**src/include/sef_consts.svh**
```systemverilog
// Constants for the serial EEPROM front end: opcodes, status layout, timing
`ifndef SEF_CONSTS_SVH
`define SEF_CONSTS_SVH

`define SEF_OP_SET_WEL 8'h06
`define SEF_OP_CLR_WEL 8'h04
`define SEF_OP_WR_STAT 8'h01
`define SEF_OP_RD_STAT 8'h05

`define SEF_ST_BUSY_BIT 0
`define SEF_ST_WEL_BIT 1
`define SEF_ST_BP_LO_BIT 2
`define SEF_ST_BP_HI_BIT 3
`define SEF_ST_PPA_BIT 6
`define SEF_ST_PROTECT_PIN_ENABLE_BIT 7
`define SEF_ST_UNUSED 2'h3
`define SEF_ST_BUSY_READ 8'hFF

`define SEF_MEM_BYTES 1024
`define SEF_PAGE_BYTES 32
`define SEF_PAGE_W 5
`define SEF_ADDR_W 10
`define SEF_PAGE_QUARTER 5'h18
`define SEF_PAGE_HALF 5'h10
`define SEF_PAGE_ALL 5'h00

`define SEF_CLK_MHZ 50
`define SEF_WRITE_TIME_US 5000
`define SEF_BUSY_W 24

`endif

```
**src/include/sef_pkg.sv**
```systemverilog
// Types shared by the serial EEPROM front end
`include "sef_consts.svh"

package sef_pkg;

  typedef enum logic [2:0] {
    SEF_IDLE = 3'b000,
    SEF_CMD = 3'b001,
    SEF_LATCH = 3'b010,
    SEF_WRDATA = 3'b011,
    SEF_WRDONE = 3'b100,
    SEF_RDOUT = 3'b101,
    SEF_IGNORE = 3'b110
  } sef_state_e;

  typedef struct packed {
    sef_state_e state;
    logic [2:0] bitcnt;
    logic [7:0] shift;
    logic [7:0] outsh;
    logic out_live;
    logic paused;
    logic write_enable_latch;
    logic [1:0] bp;
    logic protect_pin_enable;
    logic page_protect_ack;
    logic [`SEF_BUSY_W-1:0] busy_cnt;
    logic busy;
    logic so;
    logic so_oe;
    logic prot_any;
    logic [`SEF_ADDR_W-1:0] prot_base;
  } sef_core_s;

  typedef struct packed {
    logic [4:0] s1;
    logic [4:0] s2;
    logic [4:0] s3;
  } sef_sync_s;

endpackage

```
**src/include/sef_pin_if.sv**
```systemverilog
// Synchronised pin levels and edges passed from the pin stage to the core
`timescale 1ns/1ps

interface sef_pin_if;
  logic sck;
  logic si;
  logic cs_n;
  logic hold_n;
  logic wp_n;
  logic sck_rise;
  logic sck_fall;
  logic cs_fall;
  logic cs_rise;

  modport sync (output sck, si, cs_n, hold_n, wp_n, sck_rise, sck_fall, cs_fall, cs_rise);
  modport core (input sck, si, cs_n, hold_n, wp_n, sck_rise, sck_fall, cs_fall, cs_rise);
endinterface

```
**src/sef_pin_sync.sv**
```systemverilog
// Two-stage synchronisers and edge detection for the serial pins
`timescale 1ns/1ps

module sef_pin_sync (
  input wire logic clk_in,
  input wire logic resetn_in,
  input wire logic sck_in,
  input wire logic si_in,
  input wire logic cs_n_in,
  input wire logic hold_n_in,
  input wire logic wp_n_in,
  sef_pin_if.sync pins
);

  sef_pkg::sef_sync_s st;
  sef_pkg::sef_sync_s nx;

  // Bit order: {sck, si, cs_n, hold_n, wp_n}
  always_comb begin
    nx = st;
    nx.s1 = {sck_in, si_in, cs_n_in, hold_n_in, wp_n_in};
    nx.s2 = st.s1;
    nx.s3 = st.s2;
  end

  always_ff @(posedge clk_in or negedge resetn_in) begin
    if (!resetn_in) begin
      st <= {3{5'h0F}};
    end else begin
      st <= nx;
    end
  end

  assign pins.sck = st.s2[4];
  assign pins.si = st.s2[3];
  assign pins.cs_n = st.s2[2];
  assign pins.hold_n = st.s2[1];
  assign pins.wp_n = st.s2[0];
  assign pins.sck_rise = st.s2[4] & ~st.s3[4];
  assign pins.sck_fall = ~st.s2[4] & st.s3[4];
  assign pins.cs_fall = ~st.s2[2] & st.s3[2];
  assign pins.cs_rise = st.s2[2] & ~st.s3[2];

endmodule

```
**src/sef_spi_front.sv**
```systemverilog
// Serial slave front end and status register of a 1024-byte serial EEPROM
// Operation
// - While paused, ignore data input and keep data output high impedance.
// - While paused, clock toggles shift nothing and advance no state.
// - After a pause the interrupted command continues where it stopped.
// - Storage is 32 pages of 32 bytes; one page programs at once.
// - Device responds only while its active-low select is asserted.
// - Sample input on clock rise, change output on clock fall.
// - Every byte travels most significant bit first.
// - Unknown command: ignore input, output off until next select fall.
// - All status bits readable; status write changes only protect and pin-enable.
// - Latch bit set only by set latch command; cleared by clear latch command or by an accepted status write.
// - Status or memory writes refused while write latch is clear.
// - Bit 0 reads 1 during programming, 0 when ready; not writable.
// - Bits 2 and 3 hold the readable, writable block-protect setting.
// - Bits 4 and 5 always read as 1.
// - Bit 6 is 1 without page protection; else page-protect acknowledge.
// - Bit 7 enables the write-protect pin; 0 ignores the pin.
// - Opcodes 06 set, 04 clear, 01 write, 05 read; latch commands alone.
// - Status read accepted anytime, even during programming.
// - Protect 00 none, 01 300-3FF, 10 200-3FF, 11 whole array.
// - During programming every status bit reads as 1.
`timescale 1ns/1ps
`include "sef_consts.svh"

module sef_spi_front #(
  parameter int WRITE_CYCLE_CLKS = `SEF_WRITE_TIME_US * `SEF_CLK_MHZ,
  parameter bit PAGE_PROTECT = 1'b0
) (
  input wire logic clk_in,
  input wire logic resetn_in,
  input wire logic sck_in,
  input wire logic si_in,
  input wire logic cs_n_in,
  input wire logic hold_n_in,
  input wire logic wp_n_in,
  input wire logic pp_start_in,
  input wire logic pp_ok_in,
  output logic so_out,
  output logic so_oe_out,
  output logic programming_active_out,
  output logic write_enable_latch_out,
  output logic [1:0] block_protect_out,
  output logic protect_any_out,
  output logic [`SEF_ADDR_W-1:0] protect_base_out
);

  sef_pin_if pins ();

  sef_pin_sync u_sync (
    .clk_in(clk_in),
    .resetn_in(resetn_in),
    .sck_in(sck_in),
    .si_in(si_in),
    .cs_n_in(cs_n_in),
    .hold_n_in(hold_n_in),
    .wp_n_in(wp_n_in),
    .pins(pins)
  );

  localparam sef_pkg::sef_core_s RESET_ST = '{
    state: sef_pkg::SEF_IDLE,
    bitcnt: 3'h0,
    shift: 8'h00,
    outsh: 8'h00,
    out_live: 1'b0,
    paused: 1'b0,
    write_enable_latch: 1'b0,
    bp: 2'h0,
    protect_pin_enable: 1'b0,
    page_protect_ack: 1'b1,
    busy_cnt: '0,
    busy: 1'b0,
    so: 1'b0,
    so_oe: 1'b0,
    prot_any: 1'b0,
    prot_base: '0
  };

  sef_pkg::sef_core_s st;
  sef_pkg::sef_core_s nx;
  logic [7:0] status_now;
  logic [7:0] cmd_byte;
  logic wr_allowed;
  logic [`SEF_PAGE_W-1:0] base_page;

  always_comb begin
    if (st.busy) begin
      status_now = `SEF_ST_BUSY_READ;
    end else begin
      status_now = {st.protect_pin_enable, PAGE_PROTECT ? st.page_protect_ack : 1'b1,
                    `SEF_ST_UNUSED, st.bp, st.write_enable_latch, 1'b0};
    end
  end

  assign cmd_byte = {st.shift[6:0], pins.si};
  assign wr_allowed = st.write_enable_latch && !(st.protect_pin_enable && !pins.wp_n);

  always_comb begin
    nx = st;
    nx.so_oe = 1'b0;
    if (st.busy_cnt != '0) begin
      nx.busy_cnt = st.busy_cnt - 1'b1;
    end
    if (pp_start_in) begin
      nx.page_protect_ack = 1'b1;
    end else if (pp_ok_in) begin
      nx.page_protect_ack = 1'b0;
    end
    if (pins.cs_fall) begin
      // Fresh frame, also recovers from an ignored command
      nx.state = sef_pkg::SEF_CMD;
      nx.bitcnt = 3'h0;
      nx.paused = 1'b0;
      nx.out_live = 1'b0;
    end else if (pins.cs_rise) begin
      if (st.state == sef_pkg::SEF_LATCH) begin
        nx.write_enable_latch = (st.shift == `SEF_OP_SET_WEL);
      end else if (st.state == sef_pkg::SEF_WRDONE && wr_allowed) begin
        nx.bp = {st.shift[`SEF_ST_BP_HI_BIT], st.shift[`SEF_ST_BP_LO_BIT]};
        nx.protect_pin_enable = st.shift[`SEF_ST_PROTECT_PIN_ENABLE_BIT];
        nx.write_enable_latch = 1'b0;
        nx.busy_cnt = `SEF_BUSY_W'(WRITE_CYCLE_CLKS);
      end
      nx.state = sef_pkg::SEF_IDLE;
      nx.paused = 1'b0;
    end else if (!pins.cs_n && st.state != sef_pkg::SEF_IDLE) begin
      if (!pins.sck) begin
        nx.paused = !pins.hold_n;
      end
      if (!st.paused) begin
        if (pins.sck_rise) begin
          nx.shift = cmd_byte;
          nx.bitcnt = st.bitcnt + 3'h1;
          case (st.state)
            sef_pkg::SEF_CMD: begin
              if (st.bitcnt == 3'h7) begin
                nx.bitcnt = 3'h0;
                if (cmd_byte == `SEF_OP_RD_STAT) begin
                  nx.state = sef_pkg::SEF_RDOUT;
                  nx.outsh = status_now;
                end else if (st.busy) begin
                  nx.state = sef_pkg::SEF_IGNORE;
                end else if (cmd_byte == `SEF_OP_SET_WEL || cmd_byte == `SEF_OP_CLR_WEL) begin
                  nx.state = sef_pkg::SEF_LATCH;
                end else if (cmd_byte == `SEF_OP_WR_STAT) begin
                  nx.state = sef_pkg::SEF_WRDATA;
                end else begin
                  nx.state = sef_pkg::SEF_IGNORE;
                end
              end
            end
            sef_pkg::SEF_WRDATA: begin
              if (st.bitcnt == 3'h7) begin
                nx.state = sef_pkg::SEF_WRDONE;
              end
            end
            sef_pkg::SEF_RDOUT: begin
              nx.shift = st.shift;
              if (st.bitcnt == 3'h7) begin
                nx.outsh = status_now;
              end
            end
            sef_pkg::SEF_LATCH, sef_pkg::SEF_WRDONE: begin
              // Trailing bits spoil a latch or status write
              nx.state = sef_pkg::SEF_IGNORE;
              nx.shift = st.shift;
            end
            default: begin
              nx.shift = st.shift;
            end
          endcase
        end
        if (pins.sck_fall && st.state == sef_pkg::SEF_RDOUT) begin
          nx.so = st.outsh[7];
          nx.outsh = {st.outsh[6:0], 1'b0};
          nx.out_live = 1'b1;
        end
      end
    end
    nx.so_oe = (nx.state == sef_pkg::SEF_RDOUT) && nx.out_live && !nx.paused
               && !pins.cs_n;
    nx.busy = (nx.busy_cnt != '0);
    nx.prot_any = (nx.bp != 2'h0);
    nx.prot_base = {base_page, 5'h00};
  end

  always_comb begin
    case (st.bp)
      2'h1: base_page = `SEF_PAGE_QUARTER;
      2'h2: base_page = `SEF_PAGE_HALF;
      default: base_page = `SEF_PAGE_ALL;
    endcase
  end

  always_ff @(posedge clk_in or negedge resetn_in) begin
    if (!resetn_in) begin
      st <= RESET_ST;
    end else begin
      st <= nx;
    end
  end

  assign so_out = st.so;
  assign so_oe_out = st.so_oe;
  assign programming_active_out = st.busy;
  assign write_enable_latch_out = st.write_enable_latch;
  assign block_protect_out = st.bp;
  assign protect_any_out = st.prot_any;
  assign protect_base_out = st.prot_base;

  // Bit accepted by the shifter on this cycle
  logic bit_take;

  assign bit_take = pins.sck_rise && !pins.cs_n && !pins.cs_fall && !st.paused
                    && st.state != sef_pkg::SEF_IDLE;
endmodule

```
**config.mk**
```make
export PLATFORM = sky130hd
export DESIGN_NAME = sef_spi_front
export DESIGN_NICKNAME = d
export VERILOG_FILES = /design/src/include/sef_pkg.sv /design/src/include/sef_pin_if.sv /design/src/sef_pin_sync.sv /design/src/sef_spi_front.sv
export VERILOG_INCLUDE_DIRS = /design/src /design/src/include
export SDC_FILE = /design/constraint.sdc
export NUM_CORES = 1
export LEC_CHECK = 0
export BUFFER_PORTS_ARGS = -buffer_cell sky130_fd_sc_hd__buf_2
export CORE_MARGIN = 3
export CORE_UTILIZATION = 55
export DETAILED_ROUTE_END_ITERATION = 10
export PLACE_DENSITY_LB_ADDON = 0.1
export SYNTH_ARGS = -nofsm -noshare
export SYNTH_HDL_FRONTEND = slang
export SYNTH_SLANG_ARGS = --single-unit
```
**constraint.sdc**
```tcl
create_clock -name clk_in -period 7.5 [get_ports clk_in]
set_clock_uncertainty 0.2 [all_clocks]
set_input_delay 0.75 -clock clk_in [delete_from_list [all_inputs] [get_ports clk_in]]
set_output_delay 0.75 -clock clk_in [all_outputs]
set_load 0.01 [all_outputs]
```
==> results of run 1 <==
==> where the power goes <==
group          internal [mW]  total [mW]  switching [mW]
registers              0.397       0.416          0.0181
clock network          0.239       0.385           0.145
logic                 0.0607       0.136          0.0752
total                  0.697       0.936           0.239
==> cells in the final DEF (no fill, tap or decap), types with 9 or more instances in the layout <==
master	n
a21oi_1	18
buf_2	15
clkbuf_8	11
dfrtp_1	61
dfstp_2	9
inv_1	12
mux2_2	12
nand2_1	38
nand3_1	9
nor2_1	25
nor3_1	12
o21ai_0	15
xnor2_1	14
==> cell usage after synthesis, types with 4 or more instances <==
library cell  instances  area [sq um]
a211oi_1              5          37.5
a21oi_1              18          90.1
and3_1                4          25.0
buf_4                13          97.6
clkbuf_1              9          33.8
dfrtp_1              61          1530
dfstp_2               9           236
ha_1                  7          87.6
inv_1                12          45.0
mux2_2               12           135
nand2_1              38           143
nand2b_1              6          37.5
nand3_1               9          45.0
nand4_1               4          25.0
nor2_1               25          93.8
nor3_1               12          60.1
nor3b_1               4          30.0
nor4_1                7          43.8
o21ai_0              15          75.1
or4_1                 8          60.1
xnor2_1              14           123
==> cell families after synthesis <==
group                      share of synthesized area
and+or+nand+nor                                0.223
AOI/OAI and AO/OA                             0.0958
adders and majority gates                     0.0254
xor gates and xnor gates                      0.0432
other                                        0.00109
DFF                                            0.511
muxes                                         0.0479
buffers and inverters                         0.0523
==> state kept, by name (all words and copies together), names as in the netlist <==
| register | flops |
|---|---|
| protect_base_out | 2 |
| u_sync.nx | 5 |
| cmd_byte | 7 |
| protect_any_out | 1 |
| so_oe_out | 1 |
| so_out | 1 |
| u_sync.pins.si | 1 |
| u_sync.pins.cs_n | 1 |
| u_sync.pins.hold_n | 1 |
| u_sync.pins.sck | 1 |
| write_enable_latch_out | 1 |
| block_protect_out | 2 |
| programming_active_out | 1 |
| u_sync.st | 2 |
| u_sync.pins.wp_n | 1 |
| st | 42 |
==> area by class of cell <==
cell class              instances  area, sq um  area share
repair buffers                 16         82.6      0.0219
well taps                      75         93.8      0.0249
inverters                      12         45.0      0.0119
clock inverters                 5          105      0.0279
multi-input cells             239         1530       0.406
flip-flops and latches         70         1760       0.467
clock buffers                  11          151      0.0401
==> per-layer routing <==
| metal | vias up | track usage | share of wire | wire, microns |
|---|---|---|---|---|
| li1 | 1202 | - | - | - |
| met1 | 1178 | 0.294 | 0.54 | 3470 |
| met2 | 39 | 0.265 | 0.41 | 2600 |
| met3 | 11 | 0.0388 | 0.031 | 199 |
| met4 | 0 | 0.0964 | 0.022 | 138 |
| met5 | - | 0 | 0 | 0 |
==> critical path, stage by stage, from the launching register on <==
cell,delay (ps)
dfstp_2,590
inv_1,60
ha_1,290
nand2b_1,220
nor3_1,200
and4_1,770
a21o_1,210
mux2i_1,70
or4_1,500
or4_1,520
==> through the flow <==
step | util | cell area (sq um)
finish | 0.629 | 3770
global route | 0.629 | 3770
CTS | 0.629 | 3770
detailed placement | 0.587 | 3510
global placement | 0.587 | 3510
floorplan | - | 3470
==> path summary, 6_finish.rpt <==
check / endpoint / slack, ps / cells after the start
min in group asynchronous: so_out$_DFFE_PN0P_ / 370 / 2
max reg2reg: programming_active_out$_DFF_PN0_ / 3750 / 9
min: u_sync.pins.sck$_DFF_PN0_ / 150 / 0
max: programming_active_out$_DFF_PN0_ / 3750 / 9
min reg2reg: u_sync.pins.sck$_DFF_PN0_ / 150 / 0
max in group asynchronous: cmd_byte[7]$_DFFE_PN0P_ / 6140 / 2
==> summary.md, run 1 <==
| Metric | Value |
|---|---|
| CTS tree | yes |
| CTS resizes | 0 |
| Core ar. | about 6000 sq um |
| Routed wire length | around 6400 microns |
| Router iterations before antenna repair | 4 |
| I/O pin total | 26 |
| # DRC | 0 |
| Post-Synthesis Cells | 337 |
| PortBufs | 15 |
| Die W | 85.2 microns |
| Setup WS pre-CTS | approximately 3800 ps |
| Synth cell types | between 50 and 60 |
| Total CTS buffers | 9 |
| Pin count of the biggest net entering global routing | 71 |
| P_leak | 1.87 nW |
| Vias in the first global route | roughly 2300 |
| Critical path class | reg -> reg |
| Max-capacitance violation count | 0 |
| Tightest Pin Transition | approximately 1000 ps |
| Crit path max fanout | 21 |
| Std cell rows | 28 |
| Die area | a little over 7000 sq um |
| Dpl hpwl | approximately 4300 microns |
| Crit share post-route | 0.500 |
| Vias | 2430 |
| Number of flops mapped to enable cells by yosys | 0 |
| Setup TNS | 0 ps |
| Global-route wire length before repair | ~11000 microns |
| Status | finished clean |
| Global route total overflow | 0 |
| Clock sinks | 70 |
| Cell Count, Final, Fillers Out | ~430 |
| Hold WS | around 150 ps |
| Slew HR | 0.296 |
| CP Capture Type | flip-flop |
| CP arrival | around 3800 ps |
| Area grow syn2layout | 9.40% |
| Clock Pin Slew Worst Setup and Hold Paths | around 70 ps |
| Initial DRC Count | ~120 |
| Fin. max-slew vios | 0 |
| VDD IR-drop max | 160 uV |
| # setup viols final | 0 |
| CP required | 7510 ps |
| H-tree depth | 3 |
| Fmax | between 200 and 300 MHz |
| Gp weighted congestion | between 0.7 and 0.8 |
| Initial core utilization | 0.575 |
| Pwr per Cell Area | 248 nW/um^2 |
| YS warnings | 0 |
| Beginning of the critical path | u_sync.pins.cs_n$_DFF_PN1_ |
| Vias/cell | 5.68 |
| Final worst slack | around 3800 ps |
| Seq cells post-synth | 70 |
| N_diodes | 0 |
| Clk_lat worst skew | ~340 ps |
| Post-synthesis sequential area ratio | 0.511 |
| CTS Buffer Depth | 2 |
| CP Launch Type | flip-flop |
| GRT Overall Usage | 0.194 |
| Clock Tree Root | clkbuf_8 |
| Top FF cell, synth | dfrtp_1 |
| Avg Cell Area, Syn | 10.2 sq um |
| Fillcell total | 499 |
| Synthesized cell area | between 3000 and 4000 sq um |
| Worst Hold Launch | u_sync.nx[9]$_DFF_PN0_ |
| Final Hold Fails | 0 |
| Hold Crit Class | reg -> reg |
| Initial antenna violation count | 0 |
| Total power | roughly 0.94 mW |
| Post-CTS Setup Bufs | 0 |
| Async SR Flop Fraction | 1.00 |
| Min Tclk post-route | 3750 ps |
| Final ANT Viol Nets | 0 |
| R2r startpoint | u_sync.pins.cs_n$_DFF_PN1_ |
| RSZ-0062 raised after global routing | false |
| Post-layout net count | between 300 and 400 |
| Die H | roughly 85 microns |
| Hold Buf Count CTS | 0 |
| DP Cell Count | a little over 400 |
| DR WL/cell | around 15 microns |
| Share of cells above drive strength 1 | 0.181 |
Power figures use the tool's default switching activity.
==> run 2: changes to the inputs <==
ABC_AREA = 1   (was not set)
clock period = 3.5 ns   (was 7.5 ns; I/O delays follow)
==> run 2 against run 1 <==
Net effect:
- core utilization up 0.31 points
- final cell count up 52%
- register-to-register slack worse by 2900 ps
- die area up 14%
- sequential power rose to 2.8 times the previous value
- global-route usage up 2.3 points
- area after synthesis up 15%
- flip-flop and latch count unchanged
- critical path type unchanged
- largest cell class unchanged
==> summary.md, run 2 <==
| Metric | Value |
|---|---|
| Status | finished clean |
| Core Util, Final | 0.633 (+0.00312) |
| Initial DRC Count | 203 (+75%) |
| Top reg by flops | st |
| CTS tree | yes |
| Min Tclk post-route | 2610 ps (-1140 ps) |
| FF-to-FF setup slack | 890 ps (-2860 ps) |
| CP required | 3540 ps (-3970 ps) |
| Hold Crit Class | reg -> reg |
| Router iterations before antenna repair | 5 (+1) |
| Area grow syn2layout | 10.0% |
| Core ar. | 6910 sq um (+15%) |
| Die area | 8280 sq um (+14%) |
| Synth top cells by count | nand2_1 (113), inv_1 (100), dfrtp_1 (61), nor2_1 (61), nand3_1 (37) |
| Post-Synthesis Cells | 524 (+55%) |
| Number of flops mapped to enable cells by yosys | 0 (unchanged) |
| Share of cells above drive strength 1 | 0.150 (-0.0312) |
| Max reg flops | 42 (unchanged) |
| CP arrival | 2650 ps (-1100 ps) |
| N_diodes | 0 (unchanged) |
| Highest-count cells in the layout ignoring fill and taps | nand2_1 (113), inv_1 (100), nor2_1 (61), dfrtp_1 (61), nand3_1 (37) |
| RSZ-0062 raised after global routing | false |
| Clock Pin Slew Worst Setup and Hold Paths | 90 ps (+20 ps) |
| Post-synthesis sequential area ratio | 0.444 (-0.0675) |
| Dpl hpwl | 6000 microns (+39%) |
| Post-Synth XOR/XNOR Area | 0 (-0.0432) |
| Synthesized-area fraction occupied by adder cells | 0.0221 (-0.00335) |
| Post-layout net count | 564 (+55%) |
| # setup viols final | 0 (unchanged) |
| Final Hold Fails | 0 (unchanged) |
| Hold Buf Count CTS | 6 (+6) |
| Total CTS buffers | 9 (unchanged) |
| Post-route cell area | 4370 sq um (+16%) |
| Synth top area share | 0.384 (-0.0585) |
| Avg Cell Area, Syn | 7.58 sq um (-26%) |
| YS warnings | 0 (unchanged) |
| Fmax | 384 MHz (+44%) |
| Die W | 91.0 microns (+6.8%) |
| Final ANT Viol Nets | 0 (unchanged) |
| Die H | 91.0 microns (+6.8%) |
| Compound-Gate Fraction of Synth Area | 0.0756 (-0.0202) |
| I/O pin total | 26 (unchanged) |
| Async SR Flop Fraction | 1.00 (unchanged) |
| Mux cell area share after synthesis | 0.00536 (-0.0426) |
| Crit path max fanout | 19 (-9.5%) |
| DR WL/cell | 12.9 microns (-14%) |
| Main combinational cell family by area after synthesis | simple AND/OR/NAND/NOR gates |
| Clock sinks | 70 (unchanged) |
| PortBufs | 15 (unchanged) |
| Area post-placement | 4080 sq um (+16%) |
| Global-route wire length before repair | 14300 microns (+29%) |
| Synthesized cell area | 3970 sq um (+15%) |
| Fin. max-slew vios | 0 (unchanged) |
| Pin count of the biggest net entering global routing | 53 (-25%) |
| VDD IR-drop max | 369 uV (+130%) |
| Seq cells post-synth | 70 (unchanged) |
| H-tree depth | 3 (unchanged) |
| Fillcell total | 648 (+30%) |
| Clk_lat worst skew | 360 ps (+20 ps) |
| CTS Buffer Depth | 2 (unchanged) |
| GRT Overall Usage | 0.217 (+0.0231) |
| Hold WS | 142 ps (-9.20 ps) |
| Vias | 3303 (+36%) |
| Critical path class | reg -> reg |
| Cell Count, Final, Fillers Out | 649 (+52%) |
| Vias/cell | 5.09 (-10%) |
| Crit share post-route | 0.745 (+0.245) |
| P_leak | 2.30 nW (+23%) |
| Most common cell in the netlist | nand2_1 |
| Pwr per Cell Area | 627 nW/um^2 (+150%) |
| Post-CTS Setup Bufs | 0 (unchanged) |
| Synth cell types | 35 (-34%) |
| Worst hold path cell count | 0 (unchanged) |
| Top FF cell, synth | dfrtp_1 |
| Gp weighted congestion | 0.895 (+12%) |
| Worst reg-to-reg path cell count | 13 (+4) |
| Synth Area in Simple Gates | 0.323 (+0.100) |
| # DRC | 0 (unchanged) |
| Initial antenna violation count | 0 (unchanged) |
| Initial core utilization | 0.575 (about the same) |
| CTS resizes | 0 (unchanged) |
| Global route total overflow | 0 (unchanged) |
| Vias in the first global route | 3126 (+37%) |
| Routed wire length | 8350 microns (+30%) |
| Std cell rows | 30 (+7.1%) |
| Clock Tree Root | clkbuf_8 |
| CP Launch Type | flip-flop |
| Area leader, netlist | dfrtp_1 |
| Most common cell after layout, fill and taps aside | nand2_1 |
| Tightest Pin Transition | 618 ps (-430 ps) |
| Top cells by area, synth | dfrtp_1 (38%), nand2_1 (11%), inv_1 (9.5%) |
| Slew HR | 0.588 (+0.292) |
| Max-capacitance violation count | 0 (unchanged) |
| CP Capture Type | flip-flop |
| Setup TNS | 0 ps (unchanged) |
| DP Cell Count | 627 (+52%) |
## run 2: cell types whose count changed after synthesis, sizes merged, moves of 11 or more
cell	change
inv	+90
nand2	+83
nor2	+57
nand3	+33
o21ai	+24
xnor2	-14
mux2	-11
## run 2: worst max-delay path, cell delays in order (launching register included)
cell,delay [ps]
dfstp_2,560
inv_1,80
ha_1,210
inv_1,120
nand2_1,100
nor3_2,180
buf_4,230
inv_2,190
nand3_1,160
nand2_1,100
nor2_1,110
nand3_1,100
nor2_1,100
nand2_1,60
## run 2: cell families (layout without fill, tap and decap cells)
| family | count (synthesis) | in the layout |
|---|---|---|
| AOI/OAI and AO/OA | 57 | 57 |
| DFF | 70 | 70 |
| adders and majority gates | 7 | 7 |
| and+or+nand+nor | 268 | 268 |
| other | 1 | 8 |
| muxes | 2 | 2 |
| buffers and inverters | 119 | 141 |
## run 2: per-stage QoR
step	setup WS [ps]	power (mW)
2_1_floorplan	1310	1.79
3_3_place_gp	934	1.96
3_5_place_dp	895	1.99
4_1_cts	876	2.75
5_1_grt	676	2.94
6_report	894	2.74
## run 2: layout make-up
cell class / count / area (sq um) / area share
clock buffer: 10 / 138 / 0.0315
clock inverter: 6 / 93.8 / 0.0215
inverter: 102 / 383 / 0.0876
multi-input combinational: 342 / 1720 / 0.394
sequential: 70 / 1760 / 0.403
tap: 96 / 120 / 0.0275
timing repair buffer: 23 / 150 / 0.0344
## run 2: final timing paths
kind                                       startpoint                               end
max                        u_sync.pins.cs_n$_DFF_PN1_  programming_active_out$_DFF_PN0_
min                            u_sync.nx[9]$_DFF_PN0_         u_sync.pins.sck$_DFF_PN0_
max reg2reg                u_sync.pins.cs_n$_DFF_PN1_  programming_active_out$_DFF_PN0_
min reg2reg                    u_sync.nx[9]$_DFF_PN0_         u_sync.pins.sck$_DFF_PN0_
max in group asynchronous                   resetn_in            u_sync.nx[9]$_DFF_PN0_
min in group asynchronous                   resetn_in                  st[33]$_DFF_PN0_
## run 2: power by group
group / switching, mW / internal, mW / total (mW)
Clock: 0.324 / 0.425 / 0.749
Combinational: 0.556 / 0.278 / 0.834
Sequential: 0.181 / 0.974 / 1.15
Total: 1.06 / 1.68 / 2.74
## run 2: metal layers
| layer | vias to the layer above | wire length (microns) | GRT usage |
|---|---|---|---|
| li1 | 1657 | - | - |
| met1 | 1525 | 4040 | 0.308 |
| met2 | 109 | 3660 | 0.330 |
| met3 | 12 | 515 | 0.0489 |
| met4 | 0 | 132 | 0.0754 |
| met5 | - | 0 | 0 |
